--- config.mk ---
export PLATFORM = sky130hd
export DESIGN_NAME = mft_timer
export DESIGN_NICKNAME = d
export VERILOG_FILES = /design/src/rtl/mft_pkg.sv /design/src/rtl/mft_timer.sv
export VERILOG_INCLUDE_DIRS = /design/src /design/src/rtl
export SDC_FILE = /design/constraint.sdc
export NUM_CORES = 1
export LEC_CHECK = 0
export BUFFER_PORTS_ARGS = -buffer_cell sky130_fd_sc_hd__buf_2
export CORE_MARGIN = 2
export CORE_UTILIZATION = 51
export DETAILED_ROUTE_END_ITERATION = 16
export PLACE_DENSITY_LB_ADDON = 0.15
export SYNTH_ARGS = -nofsm -noshare
export SYNTH_HDL_FRONTEND = slang
export SYNTH_SLANG_ARGS = --single-unit
--- constraint.sdc ---
create_clock -name clk -period 6.9 [get_ports clk]
set_clock_uncertainty 0.1 [all_clocks]
set_input_delay 0 -clock clk [delete_from_list [all_inputs] [get_ports clk]]
set_output_delay 0 -clock clk [all_outputs]
set_load 0.005 [all_outputs]
--- src/rtl/mft_defs.svh ---
// mft_defs.svh: register offsets, field positions, reset values and tick periods
// for the multifunction 8-bit timer; included by the package and the timer.
`ifndef MFT_DEFS_SVH
`define MFT_DEFS_SVH

// ************************************************************
// register word indexes; the byte address is four times the index
// ************************************************************
`define MFT_IDX_LOAD_LOW   12'h00A
`define MFT_IDX_LOAD_HIGH  12'h00B
`define MFT_IDX_PIN_FUNC   12'h024
`define MFT_IDX_CAP_EDGE   12'h026
`define MFT_IDX_FUNC_CLK   12'h009
`define MFT_IDX_STATUS     12'h021
`define MFT_IDX_CONTROL    12'h040
`define MFT_ADDR_W         14

// ************************************************************
// field positions
// ************************************************************
`define MFT_RELOAD_BIT     3
`define MFT_CAPTURE_BIT    2
`define MFT_ROUTE_BIT      0
`define MFT_ST_IRQ_BIT     0
`define MFT_ST_CSF_BIT     1
`define MFT_ST_CEF_BIT     2
`define MFT_CTL_STOP_BIT   0

// ************************************************************
// reset values
// ************************************************************
`define MFT_FUNC_CLK_RST   4'h0
`define MFT_CAP_EDGE_RST   3'h0
`define MFT_LOAD_LOW_RST   4'h0
`define MFT_PIN_FUNC_RST   2'h0

// ************************************************************
// prescaler masks, one less than each tick period in system cycles; external clock code
// ************************************************************
`define MFT_DIV_2048       12'h7FF
`define MFT_DIV_512        12'h1FF
`define MFT_DIV_128        12'h07F
`define MFT_DIV_32         12'h01F
`define MFT_DIV_8          12'h007
`define MFT_DIV_4          12'h003
`define MFT_DIV_2          12'h001
`define MFT_CLK_EXTERNAL   3'h7

`endif

--- src/rtl/mft_pkg.sv ---
// mft_pkg.sv: types shared by the timer and its bench.
// assumes mft_defs.svh is on the include path.
`default_nettype none
`include "mft_defs.svh"
package mft_pkg;
  // axi4-lite response codes
  typedef enum logic [1:0] {MFT_RESP_OKAY = 2'h0, MFT_RESP_SLVERR = 2'h2} mft_resp_e;
  // bus handshake phases, one-hot
  typedef enum logic [2:0] {
    MFT_BUS_IDLE = 3'b001,
    MFT_BUS_WRSP = 3'b010,
    MFT_BUS_RRSP = 3'b100
  } mft_bus_e;
  // write channels
  typedef struct packed {
    logic                      awvalid;
    logic [`MFT_ADDR_W-1:0]    awaddr;
    logic                      wvalid;
    logic [31:0]               wdata;
    logic [3:0]                wstrb;
    logic                      bready;
  } mft_wreq_s;
  // read channels
  typedef struct packed {
    logic                      arvalid;
    logic [`MFT_ADDR_W-1:0]    araddr;
    logic                      rready;
  } mft_rreq_s;
  // slave answers
  typedef struct packed {
    logic        awready;
    logic        wready;
    logic        bvalid;
    logic [1:0]  bresp;
    logic        arready;
    logic        rvalid;
    logic [31:0] rdata;
    logic [1:0]  rresp;
  } mft_rsp_s;
  // whole timer state
  typedef struct packed {
    mft_bus_e    bus;
    mft_rsp_s    rsp;
    logic        aw_held;
    logic        w_held;
    logic [`MFT_ADDR_W-1:0] waddr;
    logic [31:0] wdata;
    logic [3:0]  func_clk;
    logic [2:0]  cap_edge;
    logic [1:0]  pin_func;
    logic [3:0]  load_low;
    logic [3:0]  load_high;
    logic [7:0]  counter;
    logic [7:0]  read_pair;
    logic [11:0] prescale;
    logic [2:0]  pin_sync;
    logic        pin_last;
    logic        irq_flag;
    logic        cap_status;
    logic        cap_error;
    logic        stop;
    logic        irq_out;
  } mft_state_s;
endpackage : mft_pkg
`default_nettype wire

--- src/rtl/mft_timer.sv ---
// mft_timer.sv: multifunction 8-bit timer with axi4-lite register slave.
// assumes one 40 MHz clock, a synchronous active-low reset, and a pin that
// may change at any time relative to clk.
//
// Operation
// - function bit picks free-running or reload
// - clock field picks prescaler tap or pin
// - capture/edge register, 3 bits, cleared
// - capture bit selects input capture mode
// - edge field: none, fall, rise, both
// - 8-bit up counter, cleared at reset/stop
// - overflow sets interrupt request flag
// - free-running overflow wraps to zero
// - reload overflow loads write pair value
// - high nibble write loads counter immediately
// - low write nibble cleared at reset/stop
// - high read latches low nibble
// - capture mode read pair holds capture
// - read and write pairs share addresses
// - route bit switches pin to event input
// - clock field 111 counts chosen edges
// - capture edge copies, flags, clears counter
// - edge or overflow with status sets error
//
// Our own choice: the AXI4-Lite slave port.
`default_nettype none
`include "mft_defs.svh"

module mft_timer
(
  // clock, reset, enable
  input  wire logic            clk,
  input  wire logic            rst_n,
  input  wire logic            clk_en,
  // axi4-lite requests
  input  wire mft_pkg::mft_wreq_s wreq,
  input  wire mft_pkg::mft_rreq_s rreq,
  // axi4-lite answers
  output var  mft_pkg::mft_rsp_s  rsp,
  // shared event pin
  input  wire logic            event_pin,
  // timer interrupt request level
  output logic                 timer_irq
);
  import mft_pkg::*;

  // ************************************************************
  // state
  // ************************************************************
  mft_state_s state_r;   // every flip-flop
  mft_state_s state_nxt; // next value

  // decoded controls
  logic       stop_entry;   // stop requested this cycle
  logic [2:0] clk_sel;      // tick source
  logic       capture_on;   // capture mode
  logic       tick;         // one-cycle count enable
  logic       edge_hit;     // selected edge seen
  logic       pin_prev;     // synchronised pin level
  logic       pin_now;      // agreed new level
  logic       rise;         // rising edge pulse
  logic       fall;         // falling edge pulse
  logic [11:0] tap_mask;    // prescaler terminal count
  logic       overflow;     // counter wraps this cycle
  logic [7:0] reload_val;   // write pair value
  logic       wr_fire;      // both write channels held
  logic [11:0] widx;        // write word index
  logic [11:0] ridx;        // read word index
  logic [31:0] rd_word;     // read data
  logic       rd_ok;        // read address mapped
  logic       wr_ok;        // write address mapped

  assign rsp       = state_r.rsp;
  assign timer_irq = state_r.irq_out;

  // ************************************************************
  // next-state logic
  // ************************************************************
  always_comb
  begin
    state_nxt  = state_r;
    clk_sel    = state_r.func_clk[2:0];
    capture_on = state_r.cap_edge[`MFT_CAPTURE_BIT];
    stop_entry = 1'b0;
    reload_val = {state_r.load_high, state_r.load_low};
    widx       = state_r.waddr[13:2];
    ridx       = rreq.araddr[13:2];
    rd_word    = 32'h0000_0000;
    rd_ok      = 1'b1;
    wr_ok      = 1'b1;

    unique case (clk_sel)
      3'h0:    tap_mask = `MFT_DIV_2048;
      3'h1:    tap_mask = `MFT_DIV_512;
      3'h2:    tap_mask = `MFT_DIV_128;
      3'h3:    tap_mask = `MFT_DIV_32;
      3'h4:    tap_mask = `MFT_DIV_8;
      3'h5:    tap_mask = `MFT_DIV_4;
      3'h6:    tap_mask = `MFT_DIV_2;
      default: tap_mask = 12'h000;
    endcase

    // three-stage sync; a change counts once stages two and three agree
    state_nxt.pin_sync = {state_r.pin_sync[1:0], event_pin};
    pin_prev = state_r.pin_last;
    pin_now  = state_r.pin_sync[2];
    if (state_r.pin_sync[2] == state_r.pin_sync[1])
    begin
      state_nxt.pin_last = state_r.pin_sync[2];
    end
    else
    begin
      pin_now = pin_prev;
    end
    rise = pin_now & ~pin_prev;
    fall = ~pin_now & pin_prev;

    // pin only reaches the timer when routed; is software's part
    unique case (state_r.cap_edge[1:0])
      2'h1:    edge_hit = fall;
      2'h2:    edge_hit = rise;
      2'h3:    edge_hit = fall | rise;
      default: edge_hit = 1'b0;
    endcase
    edge_hit = edge_hit & state_r.pin_func[`MFT_ROUTE_BIT];

    // prescaler free-runs; tick is a single-cycle pulse at its tap
    state_nxt.prescale = state_r.prescale + 12'h001;
    // external clock comes from the edge detector in count modes
    if (clk_sel == `MFT_CLK_EXTERNAL)
    begin
      tick = edge_hit & ~capture_on;
    end
    else
    begin
      tick = ((state_r.prescale & tap_mask) == tap_mask);
    end

    overflow = tick & (state_r.counter == 8'hFF);

    if (tick)
    begin
      state_nxt.counter = state_r.counter + 8'h01;
    end
    if (overflow)
    begin
      state_nxt.irq_flag = 1'b1;
      // reload mode, not used while capturing
      if (state_r.func_clk[`MFT_RELOAD_BIT] && !capture_on)
      begin
        state_nxt.counter = reload_val;
      end
      else
      begin
        state_nxt.counter = 8'h00;
      end
      if (capture_on && state_r.cap_status)
      begin
        state_nxt.cap_error = 1'b1;
      end
    end

    if (capture_on && edge_hit)
    begin
      state_nxt.read_pair  = state_r.counter;
      state_nxt.counter    = 8'h00;
      state_nxt.irq_flag   = 1'b1;
      state_nxt.cap_status = 1'b1;
      if (state_r.cap_status)
      begin
        state_nxt.cap_error = 1'b1;
      end
    end

    // ************************************************************
    // axi4-lite write and read paths
    // ************************************************************
    state_nxt.rsp.awready = 1'b0;
    state_nxt.rsp.wready  = 1'b0;
    state_nxt.rsp.arready = 1'b0;
    // hold each channel independently
    if (wreq.awvalid && !state_r.aw_held && state_r.bus == MFT_BUS_IDLE && !state_r.rsp.awready)
    begin
      state_nxt.rsp.awready = 1'b1;
      state_nxt.aw_held     = 1'b1;
      state_nxt.waddr       = wreq.awaddr;
    end
    if (wreq.wvalid && !state_r.w_held && state_r.bus == MFT_BUS_IDLE && !state_r.rsp.wready)
    begin
      state_nxt.rsp.wready = 1'b1;
      state_nxt.w_held     = 1'b1;
      state_nxt.wdata      = wreq.wdata;
      if (wreq.wstrb[0] == 1'b0)
      begin
        state_nxt.wdata[7:0] = 8'h00;
      end
    end
    wr_fire = state_r.aw_held & state_r.w_held & (state_r.bus == MFT_BUS_IDLE);

    unique case (state_r.bus)
      MFT_BUS_IDLE:
      begin
        if (wr_fire)
        begin
          state_nxt.aw_held = 1'b0;
          state_nxt.w_held  = 1'b0;
          state_nxt.bus     = MFT_BUS_WRSP;
          state_nxt.rsp.bvalid = 1'b1;
          // writes at shared addresses go to the write nibbles
          if (widx == `MFT_IDX_LOAD_LOW)
          begin
            state_nxt.load_low = state_r.wdata[3:0];
          end
          else if (widx == `MFT_IDX_LOAD_HIGH)
          begin
            // high nibble loads counter at once
            state_nxt.load_high = state_r.wdata[3:0];
            state_nxt.counter   = {state_r.wdata[3:0], state_r.load_low};
          end
          else if (widx == `MFT_IDX_FUNC_CLK)
          begin
            state_nxt.func_clk = state_r.wdata[3:0];
          end
          else if (widx == `MFT_IDX_CAP_EDGE)
          begin
            state_nxt.cap_edge = state_r.wdata[2:0];
            if (state_r.wdata[`MFT_CAPTURE_BIT] && !capture_on)
            begin
              state_nxt.counter = 8'h00;
            end
          end
          else if (widx == `MFT_IDX_PIN_FUNC)
          begin
            state_nxt.pin_func = state_r.wdata[1:0];
          end
          else if (widx == `MFT_IDX_STATUS)
          begin
            // writing 0 clears; a same-cycle set still wins
            if (!state_r.wdata[`MFT_ST_IRQ_BIT] && !state_nxt.irq_flag)
            begin
              state_nxt.irq_flag = 1'b0;
            end
            else if (!state_r.wdata[`MFT_ST_IRQ_BIT] && !(overflow || (capture_on && edge_hit)))
            begin
              state_nxt.irq_flag = 1'b0;
            end
            if (!state_r.wdata[`MFT_ST_CSF_BIT] && !(capture_on && edge_hit))
            begin
              state_nxt.cap_status = 1'b0;
            end
            // an error raised by an edge or overflow this cycle outranks the clear
            if (!state_r.wdata[`MFT_ST_CEF_BIT] && !(capture_on && state_r.cap_status && (edge_hit || overflow)))
            begin
              state_nxt.cap_error = 1'b0;
            end
          end
          else if (widx == `MFT_IDX_CONTROL)
          begin
            stop_entry = state_r.wdata[`MFT_CTL_STOP_BIT];
          end
          else
          begin
            wr_ok = 1'b0;
          end
          state_nxt.rsp.bresp = wr_ok ? MFT_RESP_OKAY : MFT_RESP_SLVERR;
        end
        else if (rreq.arvalid)
        begin
          state_nxt.rsp.arready = 1'b1;
          state_nxt.bus         = MFT_BUS_RRSP;
          state_nxt.rsp.rvalid  = 1'b1;
          if (ridx == `MFT_IDX_LOAD_HIGH)
          begin
            if (capture_on)
            begin
              rd_word[3:0] = state_r.read_pair[7:4];
            end
            else
            begin
              rd_word[3:0] = state_r.counter[7:4];
              state_nxt.read_pair[3:0] = state_r.counter[3:0];
            end
          end
          else if (ridx == `MFT_IDX_LOAD_LOW)
          begin
            rd_word[3:0] = state_r.read_pair[3:0];
          end
          else if (ridx == `MFT_IDX_STATUS)
          begin
            rd_word[2:0] = {state_r.cap_error, state_r.cap_status, state_r.irq_flag};
          end
          else if (ridx == `MFT_IDX_CONTROL)
          begin
            rd_word[0] = state_r.stop;
          end
          else
          begin
            rd_ok = 1'b0;
          end
          state_nxt.rsp.rdata = rd_word;
          state_nxt.rsp.rresp = rd_ok ? MFT_RESP_OKAY : MFT_RESP_SLVERR;
        end
      end
      MFT_BUS_WRSP:
      begin
        if (wreq.bready)
        begin
          state_nxt.rsp.bvalid = 1'b0;
          state_nxt.bus        = MFT_BUS_IDLE;
        end
      end
      MFT_BUS_RRSP:
      begin
        if (rreq.rready)
        begin
          state_nxt.rsp.rvalid = 1'b0;
          state_nxt.bus        = MFT_BUS_IDLE;
        end
      end
    endcase

    // stop mode holds counter, prescaler and modes at reset values; irq flag, high nibble and route bit keep theirs
    state_nxt.stop = stop_entry | (state_r.stop & ~(widx == `MFT_IDX_CONTROL && wr_fire));
    if (stop_entry || state_r.stop)
    begin
      // stop clears counter, low nibble, modes
      state_nxt.counter    = 8'h00;
      state_nxt.load_low   = `MFT_LOAD_LOW_RST;
      state_nxt.func_clk   = `MFT_FUNC_CLK_RST;
      state_nxt.cap_edge   = `MFT_CAP_EDGE_RST;
      state_nxt.cap_status = 1'b0;
      state_nxt.cap_error  = 1'b0;
      state_nxt.prescale   = 12'h000;
    end
    state_nxt.irq_out = state_nxt.irq_flag;
  end

  // ************************************************************
  // registers
  // ************************************************************
  // one flop set; clock enable freezes it all
  always_ff @(posedge clk)
  begin
    if (!rst_n)
    begin
      state_r          <= '0;
      state_r.bus      <= MFT_BUS_IDLE;
      state_r.func_clk <= `MFT_FUNC_CLK_RST;
      state_r.cap_edge <= `MFT_CAP_EDGE_RST;
      state_r.load_low <= `MFT_LOAD_LOW_RST;
      state_r.pin_func <= `MFT_PIN_FUNC_RST;
    end
    else if (clk_en)
    begin
      state_r <= state_nxt;
    end
  end
endmodule // mft_timer
`default_nettype wire
==> flow_summary.toml, run 1 <==
[status]
status = "completed"

[cells_and_area]
finish.utilization_pct = 58.9
n_antenna_cell = 0
final_cells = 719
nets = 683
syn2layout_area_growth_pct = 12.1
final_cell_mix = "83 x dfxtp_1, 76 x nor2_1, 50 x nand2_1"
final_common_cell = "dfxtp_1"
drive_gt1_share_pct = 13.1

[placement]
place_inst = 677
dp_hpwl_um = 7980
routabilityCongestion = 0.866
preCtsSetupSlack_ps = 3870
port_buffers = 49

[synth]
ys_ff_latch = 83
syn-instance-count = 558
netlist-cell-type-count = 70
ys_warn_count = 0
synth-seq-area-share_pct = 36.2
synth_edf_count = 0
syn_avg_cell_area_um2 = 8.22
syn_area_um2 = 4590
yosys_most_used_dff = "dfxtp_1"
synth-async-reset-ratio_pct = 0

[detailed_routing]
first_pass_iters = 5
dr_total_vias = 4185
post_drt_wl_per_cell_um = 15.7
remaining_drc_errors = 0
drt-total-wl_um = 11300
postRouteAntennaNets = 0
initialDrtViolationCount = 221
vias_per_cell = 5.82

[clocking]
clock-sinks = 83
cts-resized-gates = 0
htree_levels = 3
cts_root_buf = "clkbuf_8"
clkLatencyLatePin_ps = 360
tritoncts = "done"
cts_inserted_buffers = 9
cts_buffer_depth = 2
clkTransAtPathRegs_ps = 90

[die]
die_area_um2 = 9770
chipHeight_um = 98.8
start_util_pct = 52.6
pin_count = 115
rows = 34
core_area_um2 = 8720
die_w_um = 98.8

[sta]
timing.fmax_mhz = 324
setup_viol = 0
period_needed_ps = 3090
worst_slack_ps = 3810
rsz0062_at_grt = "false"
maxSlewViolCount = 0
hold_violations = 0
finalCritPeriodShare_pct = 44.7
slew_headroom_pct = 23.4
tightest_slew_ps = 1150
tns_ps = 0

[global_routing]
grt_max_degree = 67
grt_pass1_wl_um = 18600
grt_overflow_total = 0
grtUsageTotal_pct = 23.3
antenna_found_initial = 0
grt_pass1_vias = 3768

[critical_path]
critPathMaxStageDelay_ps = 840
required_ps = 7030
rr_startpoint = "state_r[54]"
crit_path_start_kind = "flop"
worstPathArrival_ps = 3210
path_cells = "inv_1, nor4_1, a31oi_1, o21ai_1, nor2_1"
worstSetupStartpoint = "state_r[54]"
crit_path_end_kind = "flop"
critPathKind = "reg -> reg"
slowest_stage = "nor4_1"
cp_max_fo = 11

[pwr]
p_leak_nw = 2.02
power_uw = 991
powerDensity_nw_per_um2 = 193
ir_worst_vdd_v = 0.000117

[flow_run]
maxCapViolations = 0

[hold_path]
holdCritPathClass = "in -> reg"
min_from = "rreq[6]"
layer usage:
layer  wire length (µm)  vias up  GRT usage, %
met2               5470      125          38.8
met5                  0        -             0
li1                   -     2045             -
met3                555       16          3.97
met1               5150     1999          31.6
met4                143        0          5.90
cell usage after synthesis (all sizes together) (3+ instances only):
| cell | n | area (µm²) |
|---|---|---|
| dfxtp | 83 | 1660 |
| nor2 | 77 | 292 |
| nand2 | 50 | 188 |
| buf | 46 | 344 |
| a21oi | 35 | 175 |
| mux2i | 31 | 310 |
| nand3 | 24 | 120 |
| clkbuf | 21 | 78.8 |
| o21ai | 14 | 70.1 |
| nor3 | 13 | 65.1 |
| inv | 10 | 37.5 |
| nand2b | 9 | 56.3 |
| nand4 | 9 | 56.3 |
| o22a | 8 | 71.3 |
| a31oi | 7 | 43.8 |
| nor2b | 7 | 43.8 |
| xor2 | 7 | 61.3 |
| a211oi | 6 | 45.0 |
| and3 | 6 | 37.5 |
| a22oi | 5 | 37.5 |
| o21a | 5 | 37.5 |
| or3 | 5 | 36.3 |
| a21o | 4 | 30.0 |
| a311oi | 4 | 41.3 |
| ha | 4 | 50.1 |
| nand4b | 4 | 35.0 |
| nor4 | 4 | 40.0 |
| o32ai | 4 | 35.0 |
| o41ai | 4 | 35.0 |
| a31o | 3 | 26.3 |
| a41oi | 3 | 26.3 |
| and4 | 3 | 26.3 |
| o211ai | 3 | 22.5 |
| or2 | 3 | 18.8 |
| or4 | 3 | 22.5 |
logic make-up after synthesis:
| kind of cell | share of synthesized area, % |
|---|---|
| buffers and inverters | 10.1 |
| and+or+nand+nor | 24.4 |
| DFF | 36.2 |
| xor gates and xnor gates | 1.72 |
| AOI/OAI and AO/OA | 19.2 |
| adders and majority gates | 1.31 |
| other | 0.0818 |
| muxes | 7.01 |
sequential cells by signal, summed over array words and instances, names as in the netlist:
register	cells
state_r	56
rsp	11
reload_val	8
clk_sel	3
state_nxt	2
capture_on	1
pin_prev	1
timer_irq	1
report_power, final:
part / total (mW) / internal, mW / switching, mW / leakage (nW)
registers: 0.501 / 0.489 / 0.0120 / 0.672
clock network: 0.398 / 0.214 / 0.184 / 0.108
logic: 0.0928 / 0.0391 / 0.0537 / 1.24
total: 0.991 / 0.741 / 0.250 / 2.02
critical path, delay by kind of cell, from the launching register on:
kind                   cells  cell delay [ps]
AO/OA/AOI/OAI              2             1250
AND/OR/NAND/NOR            2              960
flip-flops                 1              490
buffers and inverters      1              150
path summary, 6_finish.rpt:
check	endpoint	slack, ps	cells after the start
max	state_r[18]	3810	5
min	rsp[1]	20	4
max reg2reg	state_r[18]	3810	5
min reg2reg	rsp[2]	360	2
metrics by stage:
step | area [µm²] | hold slack (ps)
6_report | 5140 | 17.4
5_1_grt | 5140 | 47.3
4_1_cts | 5140 | 16.9
3_3_place_gp | 4650 | 129
3_5_place_dp | 4650 | 140
2_1_floorplan | 4690 | 43.9
area by class of cell:
cell class	count	area, µm²
tap	108	135
fill	810	3580
clock inverter	6	88.8
sequential	83	1660
clock buffer	10	138
multi-input combinational	426	2570
inverter	11	41.3
timing repair buffer	75	505
timing repair:
item / 4_1_cts / 5_1_grt
buffers inserted: 0 / 0
setup endpoints to repair: 0 / 0
hold buffers: 26 / 0
hold endpoints to repair: 29 / 0
No activity file was read; power rests on OpenSTA's default activity.
==> run 2: changes to the inputs <==
==> constraint.sdc (replaced) <==
create_clock -name clk -period 3.2 [get_ports clk]
set_clock_uncertainty 0.1 [all_clocks]
set_input_delay 0 -clock clk [delete_from_list [all_inputs] [get_ports clk]]
set_output_delay 0 -clock clk [all_outputs]
set_load 0.005 [all_outputs]
==> flow_summary.toml, run 2 (synthesis results as in run 1) <==
[global_routing]
grt_max_degree = 46
grtUsageTotal_pct = 23.4
grt_overflow_total = 0
grt_pass1_vias = 3665
grt_pass1_wl_um = 18400
antenna_found_initial = 0

[hold_path]
min_from = "rreq[15]"
holdCritPathClass = "in -> reg"
hold_depth = 5

[cells_and_area]
multi_input_area_um2 = 2570
fillers = 828
syn2layout_area_growth_pct = 13.9
final_common_cell = "dfxtp_1"
design_area_um2 = 5220
nets = 693
n_antenna_cell = 0
drive_gt1_share_pct = 14.5
largest_reg_flops = 56
final_cell_mix = "83 x dfxtp_1, 76 x nor2_1, 50 x nand2_1"
regMostFlops = "state_r"
final_cells = 729
regArea_um2 = 1660

[pwr]
power_frac_clock_pct = 40.4
swShare_pct = 24.6
powerDensity_nw_per_um2 = 413
p_leak_nw = 2.08
seqPwrFrac_pct = 49.9
p_int_mw = 1.63
ir_worst_vdd_v = 0.000223
comb_power_share_pct = 9.7
p_sw_uw = 530

[critical_path]
required_ps = 3360
reg2reg_depth = 8
critPathKind = "reg -> reg"
rrSetupSlack_ps = 490
crit_path_end_kind = "flop"
worstSetupStartpoint = "state_nxt[8]"
crit_path_start_kind = "flop"
worstPathArrival_ps = 2870
rr_startpoint = "state_nxt[8]"
cp_max_fo = 5

[detailed_routing]
first_pass_iters = 5
postRouteAntennaNets = 0
remaining_drc_errors = 0
dr_total_vias = 4139
post_drt_wl_per_cell_um = 15.5
initialDrtViolationCount = 226
drt-total-wl_um = 11300
vias_per_cell = 5.68

[sta]
maxSlewViolCount = 0
hold_violations = 0
slew_headroom_pct = 45.8
period_needed_ps = 2710
finalCritPeriodShare_pct = 84.7
tns_ps = 0
tightest_slew_ps = 811
timing.fmax_mhz = 369
setup_viol = 0
rsz0062_at_grt = "false"

[clocking]
cts_root_buf = "clkbuf_8"
cts_inserted_buffers = 9
postCtsSetupBuffers = 0
clock-sinks = 83
clkLatencyLatePin_ps = 360
cts_buffer_depth = 2
cts-resized-gates = 0
htree_levels = 3
tritoncts = "done"
clkTransAtPathRegs_ps = 90

[status]
status = "completed"

[die]
chipHeight_um = 98.8
die_w_um = 98.8
start_util_pct = 52.6
pin_count = 115
core_area_um2 = 8720
die_area_um2 = 9770
rows = 34

[placement]
place_inst = 687
dp_hpwl_um = 8030
dpl_cell_area_um2 = 4730
routabilityCongestion = 0.910
port_buffers = 49

[flow_run]
maxCapViolations = 0
==> run 2: layout make-up <==
class | count | area share, %
Sequential cell | 83 | 31.8
Timing Repair Buffer | 85 | 11.1
Multi-Input combinational cell | 426 | 49.2
Clock buffer | 11 | 2.90
Inverter | 11 | 0.790
Tap cell | 108 | 2.59
Clock inverter | 5 | 1.63
==> run 2: critical path, stage by stage (launching register included) <==
cell and delay, ps:
dfxtp_1 330, maj3_1 390, ha_1 280, nand2b_1 150, a311o_1 390, o21a_1 220, nor2_1 360, a41oi_1 170
o32ai_1 230
==> run 2: routing by layer <==
| layer | vias up | track usage, % | wire [µm] |
|---|---|---|---|
| met5 | - | 0 | 0 |
| met4 | 0 | 7.27 | 181 |
| met3 | 18 | 3.69 | 518 |
| met2 | 117 | 38.0 | 5360 |
| met1 | 1945 | 32.0 | 5230 |
| li1 | 2059 | - | - |
==> run 2: metrics by stage <==
stage | utilization (%) | worst slack (ps) | total power [mW] | hold WS, ps
detailed placement | 54.2 | 535 | 1.29 | 141
global placement | 54.2 | 599 | 1.28 | 129
floorplan | - | 732 | 1.25 | 43.9
CTS | 59.9 | 502 | 2.17 | 19.7
global route | 59.9 | 305 | 2.25 | 59.7
finish | 59.9 | 491 | 2.16 | 32.8
==> run 2: power by group through the flow <==
stage	clock network (mW)	logic [mW]	registers, mW
finish	0.871	0.209	1.08
detailed placement	0	0.184	1.10
CTS	0.887	0.206	1.08
global placement	0	0.180	1.10
floorplan	0	0.163	1.09
global route	0.935	0.232	1.08
==> run 2: path summary, 6_finish.rpt <==
check	endpoint
max	state_r[32]
min	rsp[34]
max reg2reg	state_r[32]
min reg2reg	rsp[2]
==> run 2: timing repair <==
action | CTS | global route
endpoints found under the setup margin | 0 | 0
endpoints found under the hold margin | 29 | 0
hold buffers | 26 | 0
